===== src/rtl/obp_regs.vh =====
// Timing and field constants for the OTP byte program sequencer
`ifndef OBP_REGS_VH
`define OBP_REGS_VH
`define OBP_CLK_NS 100
`define OBP_PW_MIN_NS 95000
`define OBP_PW_MAX_NS 105000
`define OBP_PW_NOM_NS 100000
`define OBP_PW_CYC ((`OBP_PW_NOM_NS + `OBP_CLK_NS - 1) / `OBP_CLK_NS)
`define OBP_SETUP_NS 2000
`define OBP_SETUP_CYC ((`OBP_SETUP_NS + `OBP_CLK_NS - 1) / `OBP_CLK_NS)
`define OBP_TOE_NS 150
`define OBP_TOE_CYC ((`OBP_TOE_NS + `OBP_CLK_NS - 1) / `OBP_CLK_NS)
`define OBP_TDFP_NS 130
`define OBP_TDFP_CYC ((`OBP_TDFP_NS + `OBP_CLK_NS - 1) / `OBP_CLK_NS)
`define OBP_SUPPLY_NS 100000
`define OBP_SUPPLY_CYC ((`OBP_SUPPLY_NS + `OBP_CLK_NS - 1) / `OBP_CLK_NS)
`define OBP_RETRY_MAX 10
`define OBP_ADDR_W 19
`define OBP_LAST_ADDR 19'h7ffff
`define OBP_RES_NONE 2'h0
`define OBP_RES_PASS 2'h1
`define OBP_RES_FAIL 2'h2
`endif


===== src/rtl/obp_sequencer.v =====
// Programmer-side sequencer for a 512K x 8 OTP memory
// Notes on behaviour
// - Program strobe low for 100 us, 95..105.
// - Start programming at the first address.
// - Raise supplies to program levels before pulsing.
// - First pass: one pulse per address, no verify.
// - Then verify and reprogram each address in turn.
// - On failure, up to ten pulses, verify each.
// - Still failing after ten pulses: part failed.
// - On good verify, advance until all checked.
// - Then nominal supplies, read back, compare all.
// - Core supply up first and down last.
// - Identification mode holds address pin nine high.
`timescale 1ns/10ps
`default_nettype none
`include "obp_regs.vh"
module obp_sequencer #(
   parameter PW_CYC = `OBP_PW_CYC,
   parameter SUPPLY_CYC = `OBP_SUPPLY_CYC,
   parameter [18:0] LAST_ADDR = `OBP_LAST_ADDR
) (
   input wire clk_sys_i,
   input wire sys_rst_i,
   input wire start_prog_i,
   input wire start_id_i,
   input wire [7:0] src_data_i,
   input wire [7:0] data_pins_i,
   input wire rd_ready_i,
   output reg [18:0] addr_o,
   output reg [7:0] data_pins_o,
   output reg data_pins_oe_o,
   output reg prog_strobe_n_o,
   output reg out_gate_n_o,
   output reg core_hi_o,
   output reg prog_hi_o,
   output reg prog_en_o,
   output reg id_mode_address_pin_o,
   output reg [18:0] src_addr_o,
   output reg busy_o,
   output reg [1:0] result_o,
   output reg [7:0] rd_data_o,
   output reg rd_valid_o,
   output reg [7:0] mfr_code_o,
   output reg [7:0] dev_code_o
);
   localparam ST_IDLE = 4'd0;
   localparam ST_PWR_UP = 4'd1;
   localparam ST_SETUP = 4'd2;
   localparam ST_PULSE = 4'd3;
   localparam ST_HOLD = 4'd4;
   localparam ST_RD_GATE = 4'd5;
   localparam ST_RD_SAMPLE = 4'd6;
   localparam ST_PWR_DN = 4'd7;
   localparam ST_DONE = 4'd8;
   localparam ST_ID_RD = 4'd9;
   localparam PH_FIRST = 2'd0;
   localparam PH_VERIFY = 2'd1;
   localparam PH_FINAL = 2'd2;
   localparam PH_ID = 2'd3;
   localparam integer SETUP_I = `OBP_SETUP_CYC;
   localparam integer TOE_I = `OBP_TOE_CYC + 1;
   localparam integer TDFP_I = `OBP_TDFP_CYC;
   localparam integer RETRY_I = `OBP_RETRY_MAX;
   localparam [16:0] C_SETUP = SETUP_I[16:0];
   localparam [16:0] C_TOE = TOE_I[16:0];
   localparam [16:0] C_TDFP = TDFP_I[16:0];
   localparam [3:0] C_RETRY = RETRY_I[3:0];

   reg [3:0] st_q;
   reg [1:0] ph_q;
   reg [16:0] cnt_q;
   reg [3:0] try_q;
   reg dn_step_q;
   // Two-entry skid buffer so a stalled reader loses no byte
   reg [7:0] buf_q [0:1];
   reg [1:0] buf_n_q;
   reg buf_wp_q;
   reg buf_rp_q;
   wire buf_ready;
   wire push;
   wire pop;
   wire cnt_done;

   function last_is;
      input [18:0] a;
      input [18:0] l;
      begin
         last_is = (a == l);
      end
   endfunction

   assign cnt_done = (cnt_q == 17'h00000);
   assign buf_ready = (buf_n_q != 2'h2);
   assign pop = rd_valid_o && rd_ready_i;
   assign push = (st_q == ST_RD_SAMPLE) && cnt_done && (ph_q == PH_FINAL) && buf_ready;

   always @(posedge clk_sys_i) begin
      if (sys_rst_i) begin
         st_q <= ST_IDLE;
         ph_q <= PH_FIRST;
         cnt_q <= 17'h00000;
         try_q <= 4'h0;
         dn_step_q <= 1'b0;
         addr_o <= 19'h00000;
         src_addr_o <= 19'h00000;
         data_pins_o <= 8'h00;
         data_pins_oe_o <= 1'b0;
         prog_strobe_n_o <= 1'b1;
         out_gate_n_o <= 1'b1;
         core_hi_o <= 1'b0;
         prog_hi_o <= 1'b0;
         prog_en_o <= 1'b0;
         id_mode_address_pin_o <= 1'b0;
         busy_o <= 1'b0;
         result_o <= `OBP_RES_NONE;
         mfr_code_o <= 8'h00;
         dev_code_o <= 8'h00;
      end else begin
         if (!cnt_done) begin
            cnt_q <= cnt_q - 17'h00001;
         end
         case (st_q)
            ST_IDLE: begin
               if (start_prog_i) begin
                  addr_o <= 19'h00000;
                  src_addr_o <= 19'h00000;
                  ph_q <= PH_FIRST;
                  busy_o <= 1'b1;
                  result_o <= `OBP_RES_NONE;
                  core_hi_o <= 1'b1;
                  prog_en_o <= 1'b1;
                  dn_step_q <= 1'b0;
                  cnt_q <= SUPPLY_CYC[16:0];
                  st_q <= ST_PWR_UP;
               end else if (start_id_i) begin
                  ph_q <= PH_ID;
                  busy_o <= 1'b1;
                  id_mode_address_pin_o <= 1'b1;
                  addr_o <= 19'h00000;
                  cnt_q <= C_SETUP;
                  st_q <= ST_RD_GATE;
               end
            end
            ST_PWR_UP: begin
               // Programming supply only after the core supply has settled
               if (cnt_done) begin
                  prog_hi_o <= 1'b1;
                  cnt_q <= SUPPLY_CYC[16:0];
                  st_q <= ST_SETUP;
               end
            end
            ST_SETUP: begin
               data_pins_o <= src_data_i;
               out_gate_n_o <= 1'b1;
               // Drive only once the memory has let go, then count full data setup
               if (!data_pins_oe_o) begin
                  if (cnt_done) begin
                     data_pins_oe_o <= 1'b1;
                     cnt_q <= C_SETUP;
                  end
               end else if (cnt_done) begin
                  prog_strobe_n_o <= 1'b0;
                  cnt_q <= PW_CYC[16:0] - 17'h00001;
                  st_q <= ST_PULSE;
               end
            end
            ST_PULSE: begin
               if (cnt_done) begin
                  prog_strobe_n_o <= 1'b1;
                  cnt_q <= C_SETUP;
                  st_q <= ST_HOLD;
               end
            end
            ST_HOLD: begin
               if (cnt_done) begin
                  data_pins_oe_o <= 1'b0;
                  if (ph_q == PH_FIRST) begin
                     if (last_is(addr_o, LAST_ADDR)) begin
                        ph_q <= PH_VERIFY;
                        addr_o <= 19'h00000;
                        src_addr_o <= 19'h00000;
                        try_q <= 4'h0;
                        cnt_q <= C_SETUP;
                        st_q <= ST_RD_GATE;
                     end else begin
                        addr_o <= addr_o + 19'h00001;
                        src_addr_o <= addr_o + 19'h00001;
                        cnt_q <= C_SETUP;
                        st_q <= ST_SETUP;
                     end
                  end else begin
                     try_q <= try_q + 4'h1;
                     cnt_q <= C_SETUP;
                     st_q <= ST_RD_GATE;
                  end
               end
            end
            ST_RD_GATE: begin
               // Data pins already released; gate on once the loaded wait (setup, float time or supply settle) ends
               if (cnt_done) begin
                  out_gate_n_o <= 1'b0;
                  cnt_q <= C_TOE;
                  st_q <= ST_RD_SAMPLE;
               end
            end
            ST_RD_SAMPLE: begin
               if (cnt_done && (ph_q != PH_FINAL || buf_ready)) begin
                  out_gate_n_o <= 1'b1;
                  cnt_q <= C_TDFP;
                  st_q <= ST_RD_GATE;
                  case (ph_q)
                     PH_ID: begin
                        if (!addr_o[0]) begin
                           mfr_code_o <= data_pins_i;
                           addr_o <= 19'h00001;
                        end else begin
                           dev_code_o <= data_pins_i;
                           id_mode_address_pin_o <= 1'b0;
                           addr_o <= 19'h00000;
                           st_q <= ST_DONE;
                        end
                     end
                     PH_VERIFY: begin
                        if (data_pins_i == src_data_i) begin
                           try_q <= 4'h0;
                           if (last_is(addr_o, LAST_ADDR)) begin
                              dn_step_q <= 1'b0;
                              cnt_q <= SUPPLY_CYC[16:0];
                              st_q <= ST_PWR_DN;
                           end else begin
                              addr_o <= addr_o + 19'h00001;
                              src_addr_o <= addr_o + 19'h00001;
                           end
                        end else if (try_q == C_RETRY) begin
                           result_o <= `OBP_RES_FAIL;
                           dn_step_q <= 1'b0;
                           cnt_q <= SUPPLY_CYC[16:0];
                           st_q <= ST_PWR_DN;
                        end else begin
                           st_q <= ST_SETUP;
                        end
                     end
                     PH_FINAL: begin
                        if (data_pins_i != src_data_i) begin
                           result_o <= `OBP_RES_FAIL;
                        end
                        if (last_is(addr_o, LAST_ADDR)) begin
                           // The last byte's own compare must count too
                           if ((result_o == `OBP_RES_NONE) && (data_pins_i == src_data_i)) begin
                              result_o <= `OBP_RES_PASS;
                           end
                           st_q <= ST_DONE;
                        end else begin
                           addr_o <= addr_o + 19'h00001;
                           src_addr_o <= addr_o + 19'h00001;
                        end
                     end
                     default: st_q <= ST_DONE;
                  endcase
               end
            end
            ST_PWR_DN: begin
               // Programming supply drops first, core supply after
               if (cnt_done) begin
                  if (!dn_step_q) begin
                     prog_hi_o <= 1'b0;
                     dn_step_q <= 1'b1;
                     cnt_q <= SUPPLY_CYC[16:0];
                  end else begin
                     core_hi_o <= 1'b0;
                     prog_en_o <= 1'b0;
                     if (result_o == `OBP_RES_FAIL) begin
                        st_q <= ST_DONE;
                     end else begin
                        ph_q <= PH_FINAL;
                        addr_o <= 19'h00000;
                        src_addr_o <= 19'h00000;
                        cnt_q <= SUPPLY_CYC[16:0];
                        st_q <= ST_RD_GATE;
                     end
                  end
               end
            end
            ST_DONE: begin
               if (cnt_done) begin
                  busy_o <= 1'b0;
                  st_q <= ST_IDLE;
               end
            end
            default: st_q <= ST_IDLE;
         endcase
      end
   end

   always @(posedge clk_sys_i) begin
      if (sys_rst_i) begin
         buf_n_q <= 2'h0;
         buf_wp_q <= 1'b0;
         buf_rp_q <= 1'b0;
         rd_valid_o <= 1'b0;
         rd_data_o <= 8'h00;
      end else begin
         if (push) begin
            buf_q[buf_wp_q] <= data_pins_i;
            buf_wp_q <= ~buf_wp_q;
         end
         if (pop) begin
            buf_rp_q <= ~buf_rp_q;
         end
         buf_n_q <= buf_n_q + {1'b0, push} - {1'b0, pop};
         if (!rd_valid_o || pop) begin
            if (buf_n_q != 2'h0 && !(pop && buf_n_q == 2'h1)) begin
               rd_data_o <= pop ? buf_q[~buf_rp_q] : buf_q[buf_rp_q];
               rd_valid_o <= 1'b1;
            end else if (push) begin
               rd_data_o <= data_pins_i;
               rd_valid_o <= 1'b1;
            end else begin
               rd_valid_o <= 1'b0;
            end
         end
      end
   end
endmodule
`default_nettype wire


===== config.mk =====
export PLATFORM = sky130hd
export DESIGN_NAME = obp_sequencer
export DESIGN_NICKNAME = d
export VERILOG_FILES = /design/src/rtl/obp_sequencer.v
export VERILOG_INCLUDE_DIRS = /design/src /design/src/rtl
export SDC_FILE = /design/constraint.sdc
export NUM_CORES = 1
export LEC_CHECK = 0
export BUFFER_PORTS_ARGS = -buffer_cell sky130_fd_sc_hd__buf_2
export CORE_AREA = 2 2 133 135
export DETAILED_ROUTE_END_ITERATION = 8
export DIE_AREA = 0 0 135 137
export PLACE_DENSITY = 0.74
export SLEW_MARGIN = 20
export SYNTH_ARGS = -nofsm -noshare
export SYNTH_HDL_FRONTEND = slang
export SYNTH_SLANG_ARGS = --single-unit

===== constraint.sdc =====
create_clock -name clk_sys_i -period 2.6 [get_ports clk_sys_i]
set_input_delay 0.52 -clock clk_sys_i [delete_from_list [all_inputs] [get_ports clk_sys_i]]
set_output_delay 0.52 -clock clk_sys_i [all_outputs]
set_load 0.005 [all_outputs]

==> results.yml, run 1 <==
run_status:
  status: "completed"
final_layout:
  mostFrequentLayoutCell: "dfxtp_1"
  drive_gt1_frac: 0.259
  layout.nets: 1002
  final_cell_mix: "dfxtp_1 (113), buf_2 (100), buf_4 (83)"
  area_growth_pct: 27.8
  n_antenna_cell: 0
  fin_cells: 1205
  n_fill_cell: 1564
logic_synthesis:
  synth-main-ff-cell: "dfxtp_1"
  ys_ff_latch: 129
  synth_warnings: 0
  synthesis.nets: 849
  synth_edf_count: 16
  ys_types: 82
  synthCells: 815
  netlist_area_sq_um: 7060
  syn_avg_cell_area_sq_um: 8.66
  yosysSeqAreaShare: 0.388
  synthArstFlopShare: 0
job:
  max_cap_violations: 0
route:
  ant_nets: 0
  dr.pass1.iters: 5
  wl_per_cell_um: 17.4
  drt-total-wl_um: 21000
  drc: 0
  drt_iter0_drc: 565
  vias: 6986
  via_per_inst: 5.80
timing:
  skew_ns: 0.00886
  worst_slack_ns: 0.0605
  fin_crit_sh: 0.977
  final-max-slew-violation-count: 0
  fin_crit_ns: 2.54
  final-hold-violation-count: 0
  setup_violations: 0
  max_freq_mhz: 394
  tightest_slew_ns: 0.811
  max_slew_margin: 0.459
  grt_setup_unrepaired: "yes"
grt:
  grt_pass1_vias: 6432
  use_met1: 0.288
  grt_use_met3: 0.0448
  top_usage_layer: "met2"
  grt_usage: 0.223
  antenna_found_initial: 0
  grt_pass1_wl_um: 33100
  grt_use_met2: 0.374
  grt-ovfl-total: 0
  grt_max_degree: 85
setup_path:
  critPathRequiredTime_ns: 2.89
  crit_arrival_ns: 2.83
  crit_type: "reg -> reg"
  critPathMaxFanout: 10
  start_kind: "flip-flop"
  end_kind: "flip-flop"
clock_tree:
  cts_buffer_depth: 2
  path_clk_slew_ns: 0.06
  htree_num_levels: 4
  clk_latency_ns: 0.43
  cts_tree: "done"
  cts_sinks: 129
  cts_buffers: 17
  cts_hold_buf: 0
  root_buffer: "clkbuf_16"
power_and_ir_drop:
  sequentialPowerShare: 0.256
  combPwrFrac: 0.485
  ir_worst_vdd_mv: 0.576
  switchingPower_mw: 3.77
  intPower_mw: 5.53
  switching_share: 0.405
  clock_power_share: 0.260
  pwr_density_cell_nw_per_um2: 1030
  leakage_nw: 3.70
floorplanning:
  initial_core_util: 0.414
  core-area_sq_um: 17100
  die_w_um: 135
  dieHeight_um: 137
  pin_count: 102
  dieArea_sq_um: 18500
  rows: 48
place:
  hpwl_um: 14700
  gp_congestion: 0.946
  dpl_worst_slack_ns: -0.0742
  portBuffers: 101
  dp.cells: 1169
min_path:
  holdCritPathClass: "in -> reg"
cell usage after synthesis (all sizes together), types with 3 or more instances:
cell	instances	area, sq um
o311ai	5	43.8
nand4b	8	70.1
o221ai	3	26.3
a22o	3	26.3
o211a	3	30.0
xor2	22	193
a21oi	74	374
o41ai	9	78.8
nor2	75	287
dfxtp	113	2260
o21ai	56	284
a211o	3	26.3
or3	5	31.3
nor3b	3	22.5
nor3	23	131
inv	26	97.6
mux2i	35	350
buf	18	105
clkbuf	38	145
o31ai	12	90.1
xnor2	20	175
a21o	3	23.8
a31oi	11	68.8
nand2b	8	50.1
nor4	10	105
edfxtp	16	480
nor2b	12	75.1
nand3	17	85.1
or4	28	214
nand2	53	199
nand4	21	146
ha	13	163
a31o	3	35.0
and4	4	35.0
o22ai	8	56.3
a211oi	7	57.6
o211ai	9	67.6
and3	5	31.3
logic make-up after synthesis:
kind of cell               after synthesis  share of synthesized area
DFF                                    129                      0.388
and+or+nand+nor                        284                      0.226
muxes                                   35                     0.0496
xor gates and xnor gates                42                     0.0521
adders and majority gates               13                     0.0230
buffers and inverters                   82                     0.0493
AOI/OAI and AO/OA                      230                      0.211
per-stage QoR:
step | total power, mW | hold WS, ns | util | TNS (ns) | area, sq um
after global routing | 9.79 | 0.364 | 0.529 | -0.0150 | 9030
after detailed placement | 6.56 | 0.446 | 0.487 | -0.443 | 8310
after floorplan | 5.13 | 0.453 | - | -0.00648 | 7070
after CTS | 9.02 | 0.342 | 0.523 | 0 | 8920
final | 9.30 | 0.351 | 0.529 | 0 | 9030
after global placement | 6.50 | 0.442 | 0.487 | 0 | 8310
critical path: stages (launching register included):
cell and delay [ns]:
dfxtp_1 0.31, or4_1 0.62, a211oi_2 0.30, a21o_4 0.26, o2111ai_4 0.23, buf_4 0.22, o31ai_1 0.34, a21oi_1 0.12
registers in the layout (all words and copies together) (netlist names), 2 cells and up, named ones only:
register     count
mfr_code_o       8
addr_o          19
src_addr_o      19
result_o         2
buf_q           16
cnt_q           17
data_pins_o      8
buf_n_q          2
rd_data_o        8
st_q             4
dev_code_o       8
ph_q             2
try_q            4
path summary, 6_finish.rpt:
check        slack (ns)        endpoint  cells past startpoint      startpoint
max                0.06      addr_o[12]                      7       cnt_q[15]
min                0.35  data_pins_o[4]                      3   src_data_i[4]
min reg2reg        0.45  data_pins_o[0]                      2  data_pins_o[0]
max reg2reg        0.06      addr_o[12]                      7       cnt_q[15]
timing repair:
action,4_1_cts,5_1_grt
cloned,1,1
setup endpoints to repair,3,36
buffers inserted,0,3
resized for setup,1,13
pin swaps,0,2
cell type report:
cell class,count,area [sq um],share of cell area
Tap cell,225,282,0.0312
Inverter,26,97.6,0.0108
Clock buffer,18,429,0.0475
Sequential cell,129,2740,0.304
Timing Repair Buffer,188,1220,0.136
Multi-Input combinational cell,606,4090,0.453
Clock inverter,13,164,0.0182
routing by layer:
layer  vias to the layer above  part of all wire
li1                       3354                 -
met1                      3311              0.42
met2                       283              0.49
met3                        38             0.070
met4                         0             0.020
met5                         -                 0
power by group through the flow:
| stage | Clock (mW) | Sequential, mW | Combinational, mW |
|---|---|---|---|
| after floorplan | 0 | 2.39 | 2.74 |
| after global placement | 0 | 2.40 | 4.10 |
| after detailed placement | 0 | 2.40 | 4.16 |
| after CTS | 2.44 | 2.36 | 4.23 |
| after global routing | 2.53 | 2.40 | 4.86 |
| final | 2.41 | 2.38 | 4.51 |
Power figures use the tool's default switching activity.
==> run 2: changes to the inputs <==
--- a/config.mk
+++ b/config.mk
@@ -10,7 +10,7 @@
 export CORE_AREA = 2 2 133 135
 export DETAILED_ROUTE_END_ITERATION = 8
 export DIE_AREA = 0 0 135 137
-export PLACE_DENSITY = 0.74
+export PLACE_DENSITY = 0.68
 export SLEW_MARGIN = 20
 export SYNTH_ARGS = -nofsm -noshare
 export SYNTH_HDL_FRONTEND = slang
==> run 2 against run 1 <==
  * Die area unchanged
  * Sequential cell count stayed put
  * Hold slack got worse by 0.0013 ns
  * Clock power up 2%
  * Via count grew 0.20%
  * Register-to-register slack improved by 0.07 ns
  * Routed wire length increased by 2.2%
  * Combinational power shrank 2%
  * Critical path type unchanged
==> results.yml, run 2 (synthesized netlist as in run 1, its figures left out) <==
grt:
  grt_use_met2: 0.382
  antenna_found_initial: 0
  grt_max_degree: 37
  grt-ovfl-total: 0
  grt_use_met3: 0.0374
  grt_pass1_wl_um: 33800
  use_met1: 0.305
  grt_usage: 0.231
  grt_pass1_vias: 6424
  top_usage_layer: "met2"
route:
  drt-total-wl_um: 21500
  dr.pass1.iters: 5
  vias: 7000
  drc: 0
  via_per_inst: 5.79
  wl_per_cell_um: 17.8
  drt_iter0_drc: 672
  ant_nets: 0
job:
  max_cap_violations: 0
final_layout:
  reg_top3: "addr_o (19), src_addr_o (19), cnt_q (17)"
  n_antenna_cell: 0
  post-route-util: 0.527
  final_cell_mix: "dfxtp_1 (112), buf_2 (100), buf_4 (88)"
  regArea_sq_um: 2740
  layout.nets: 1004
  drive_gt1_frac: 0.257
  n_fill_cell: 1601
  mostFrequentLayoutCell: "dfxtp_1"
  multi_input_area_sq_um: 4040
  area_growth_pct: 27.2
clock_tree:
  htree_num_levels: 4
  cts_sinks: 129
  cts_tree: "done"
  post_cts_resized: 0
  cts_buffers: 17
  root_buffer: "clkbuf_16"
  clk_latency_ns: 0.43
  cts_buffer_depth: 2
  cts_setup_buffers: 0
  path_clk_slew_ns: 0.06
  cts_hold_buf: 0
setup_path:
  critPathRequiredTime_ns: 2.90
  cp-startpoint: "cnt_q[15]"
  crit_type: "reg -> reg"
  end_kind: "flip-flop"
  path_cells: "or4_4, a211oi_2, a21o_4, o2111ai_2, buf_4, o31ai_1, a21oi_1"
  crit_arrival_ns: 2.77
  crit_path_top_delay_cell: "or4_4"
  critPathMaxFanout: 7
  reg2reg_from: "cnt_q[15]"
  worst_path_largest_cell_delay_ns: 0.58
  start_kind: "flip-flop"
timing:
  final-hold-violation-count: 0
  final-max-slew-violation-count: 0
  skew_ns: 0.0111
  fin_crit_sh: 0.950
  setup_violations: 0
  max_slew_margin: 0.663
  tns_ns: 0
  worst_slack_ns: 0.130
  max_freq_mhz: 405
  tightest_slew_ns: 0.492
  fin_crit_ns: 2.47
power_and_ir_drop:
  leakage_nw: 3.70
  combPwrFrac: 0.477
  finalPower_mw: 9.30
  ir_worst_vdd_mv: 0.539
  sequentialPowerShare: 0.259
  clock_power_share: 0.264
  switchingPower_mw: 3.83
  pwr_density_cell_nw_per_um2: 1040
  intPower_mw: 5.47
  switching_share: 0.412
place:
  portBuffers: 101
  dpl_worst_slack_ns: -0.0614
  hpwl_um: 15300
  gp_congestion: 0.933
run_status:
  status: "completed"
floorplanning:
  die_w_um: 135
  dieArea_sq_um: 18500
  core-area_sq_um: 17100
  dieHeight_um: 137
  rows: 48
  initial_core_util: 0.414
  pin_count: 102
min_path:
  min_from: "src_data_i[6]"
  holdCritPathClass: "in -> reg"
-- run 2: cell count changes in the layout (fill, tap and decap cells not counted), sizes merged --
cell and change:
clkinv -2, inv +4, clkinvlp -1, clkbuf +1
nand4 -1, bufinv -1, buf +3
-- run 2: metal layers --
layer,vias to the layer above,share of wire
li1,3347,-
met1,3308,0.45
met2,308,0.47
met3,37,0.066
met4,0,0.019
met5,-,0
-- run 2: stage by stage --
stage | hold slack [ns] | cells | cell area (sq um)
3_3_place_gp | 0.447 | 1175 | 8330
6_report | 0.350 | 1208 | 8980
5_1_grt | 0.356 | 1208 | 8980
3_5_place_dp | 0.451 | 1175 | 8330
2_1_floorplan | 0.453 | 815 | 7070
4_1_cts | 0.348 | 1207 | 8930
-- run 2: worst paths after layout --
check | slack [ns] | cells past startpoint | endpoint
max | 0.13 | 7 | addr_o[12]
min | 0.35 | 3 | data_pins_o[6]
max reg2reg | 0.13 | 7 | addr_o[12]
min reg2reg | 0.46 | 2 | data_pins_o[3]
-- run 2: power by group through the flow --
stage	Sequential [mW]	Combinational [mW]	Clock, mW
global route	2.43	4.80	2.55
detailed placement	2.44	4.22	0
finish	2.41	4.43	2.46
floorplan	2.39	2.74	0
CTS	2.40	4.26	2.48
global placement	2.43	4.20	0
-- run 2: final cells by class --
cell class / instances / area share
multi-input cells: 605 / 0.449
clock inverters: 13 / 0.0164
inverters: 26 / 0.0109
repair buffers: 191 / 0.136
flip-flops and latches: 129 / 0.305
clock buffers: 19 / 0.0506
well taps: 225 / 0.0313
-- run 2: critical path: cells and delay by family (launching register included) --
| family | cells | cell delay (ns) |
|---|---|---|
| AO/OA/AOI/OAI | 5 | 1.16 |
| buffers and inverters | 1 | 0.27 |
| AND/OR/NAND/NOR | 1 | 0.58 |
| flip-flops | 1 | 0.34 |
==> run 3: changes to the inputs <==
--- a/config.mk
+++ b/config.mk
@@ -6,6 +6,7 @@
 export SDC_FILE = /design/constraint.sdc
 export NUM_CORES = 1
 export LEC_CHECK = 0
+export ABC_AREA = 1
 export BUFFER_PORTS_ARGS = -buffer_cell sky130_fd_sc_hd__buf_2
 export CORE_AREA = 2 2 133 135
 export DETAILED_ROUTE_END_ITERATION = 8
==> run 3 against run 2 <==
  * Power down 19%
  * Critical endpoint is now addr_o[13]
  * Clock skew is 0.0043 ns lower
  * Synthesized area is 0.19% lower
  * Routed wire length down 6.9%
  * Critical path depth rose by 4
  * Largest power group unchanged
==> results.yml, run 3 <==
timing:
  skew_ns: 0.00677
  final-max-slew-violation-count: 0
  fin_crit_sh: 0.888
  fin_crit_ns: 2.31
  max_freq_mhz: 433
  tns_ns: 0
  holdWs_ns: 0.325
  grt_setup_unrepaired: "no"
  tightest_slew_ns: 0.747
  final-hold-violation-count: 0
  max_slew_margin: 0.499
  setup_violations: 0
min_path:
  holdCritPathClass: "in -> reg"
setup_path:
  crit_type: "reg -> reg"
  critPathRequiredTime_ns: 2.87
  cp-startpoint: "cnt_q[0]"
  end_kind: "flip-flop"
  crit_arrival_ns: 2.58
  start_kind: "flip-flop"
  reg2reg_from: "cnt_q[0]"
  critPathMaxFanout: 19
  ff2ff_setup_slack_ns: 0.29
  r2r_end: "addr_o[13]"
  worstRegToRegCells: 11
  endpoint: "addr_o[13]"
place:
  gp_congestion: 0.915
  portBuffers: 101
  hpwl_um: 14700
run_status:
  status: "completed"
final_layout:
  drive_gt1_frac: 0.186
  post-route-util: 0.491
  regArea_sq_um: 2740
  reg_top3: "addr_o (19), src_addr_o (19), cnt_q (17)"
  multi_input_area_sq_um: 3740
  n_fill_cell: 1722
  layout.nets: 1133
  mostFrequentLayoutCell: "nand2_1"
  area_growth_pct: 18.7
  final_cell_mix: "nand2_1 (223), nor2_1 (135), dfxtp_1 (113)"
  n_antenna_cell: 0
floorplanning:
  dieArea_sq_um: 18500
  pin_count: 102
  rows: 48
  core-area_sq_um: 17100
  dieHeight_um: 137
  die_w_um: 135
  initial_core_util: 0.413
clock_tree:
  cts_tree: "done"
  post_cts_resized: 0
  path_clk_slew_ns: 0.06
  cts_buffer_depth: 2
  htree_num_levels: 4
  cts_sinks: 129
  cts_hold_buf: 0
  clk_latency_ns: 0.42
  cts_setup_buffers: 0
  root_buffer: "clkbuf_16"
  cts_buffers: 17
route:
  wl_per_cell_um: 15.0
  via_per_inst: 5.19
  dr.pass1.iters: 6
  drc: 0
  vias: 6935
  ant_nets: 0
  drt-total-wl_um: 20000
  drt_iter0_drc: 377
job:
  max_cap_violations: 0
logic_synthesis:
  synthCells: 992
  netlist_top_cells_count: "nand2_1 (223), nor2_1 (135), dfxtp_1 (113), a21oi_1 (99), inv_1 (87)"
  synth_top_cell_by_area: "dfxtp_1"
  syn_avg_cell_area_sq_um: 7.10
  yosysMostFrequentCell: "nand2_1"
  yosysSeqAreaShare: 0.389
  synth_warnings: 0
  ys_types: 49
  synth_edf_count: 16
  ys_ff_latch: 129
  netlist_area_sq_um: 7050
  synthesis.nets: 1026
  synthTopCellsByArea: "dfxtp_1 (32%), nand2_1 (12%), nor2_1 (7.2%)"
  synth-main-ff-cell: "dfxtp_1"
  synth_top_cell_area_share: 0.321
  synthArstFlopShare: 0
power_and_ir_drop:
  leakage_nw: 3.82
  pwr_density_cell_nw_per_um2: 897
  ir_worst_vdd_mv: 0.551
grt:
  antenna_found_initial: 0
  grt_pass1_vias: 6498
  grt-ovfl-total: 0
  grt_max_degree: 59
  grt_pass1_wl_um: 32700
  grt_usage: 0.224
## run 3: power by group
group | internal [mW] | switching [mW]
Clock | 1.33 | 0.945
Combinational | 0.951 | 1.86
Sequential | 2.23 | 0.188
Total | 4.51 | 3.00
## run 3: through the flow
stage / cells / area [sq um] / setup slack [ns] / power, mW
2_1_floorplan: 992 / 7050 / 0.458 / 4.57
3_3_place_gp: 1305 / 7810 / 0.322 / 5.21
3_5_place_dp: 1305 / 7810 / 0.286 / 5.23
4_1_cts: 1337 / 8370 / 0.324 / 7.53
5_1_grt: 1337 / 8370 / 0.0692 / 8.02
6_report: 1337 / 8370 / 0.290 / 7.51
## run 3: cell type report
cell class	instances	area share
sequential	129	0.328
clock buffer	19	0.0517
inverter	94	0.0425
timing repair buffer	125	0.0819
multi-input combinational	732	0.447
tap	225	0.0336
clock inverter	13	0.0154
## run 3: per-layer routing
layer / vias up / track usage / share of wire
li1: 3480 / - / -
met1: 3224 / 0.279 / 0.45
met2: 192 / 0.383 / 0.48
met3: 39 / 0.0530 / 0.047
met4: 0 / 0.0700 / 0.023
met5: - / 0 / 0
## run 3: cell families (layout without fill, tap and decap cells)
kind of cell,Yosys count,after routing,share of synthesized area
adder cells (fa/ha/maj),13,13,0.0231
multiplexers,13,13,0.0199
flip-flops,129,129,0.389
XOR/XNOR,25,25,0.0311
AO/OA/AOI/OAI,189,189,0.147
buffers and inverters,131,251,0.0801
AND/OR/NAND/NOR,492,492,0.310
## run 3: worst max-delay path: stages (launching register included)
cell     delay [ns]
dfxtp_1        0.31
inv_1          0.15
ha_1           0.21
nand3_2        0.10
nor2_4         0.13
nand2_4        0.13
o21ai_4        0.20
nand2_2        0.13
nor2_4         0.38
nand2_4        0.23
nand2_1        0.12
a21oi_1        0.07
## run 3: worst min-delay path by stage
| stage | cells after the start | slack, ns | endpoint | startpoint |
|---|---|---|---|---|
| after global routing | 1 | 0.31 | buf_q[0][1] | data_pins_i[1] |
| after global placement | 1 | 0.44 | buf_n_q[1] | buf_n_q[1] |
| after floorplan | 1 | 0.42 | buf_n_q[1] | buf_n_q[1] |
| final | 1 | 0.33 | buf_q[0][1] | data_pins_i[1] |
| after detailed placement | 1 | 0.44 | buf_n_q[1] | buf_n_q[1] |
| after CTS | 1 | 0.31 | buf_q[0][1] | data_pins_i[1] |
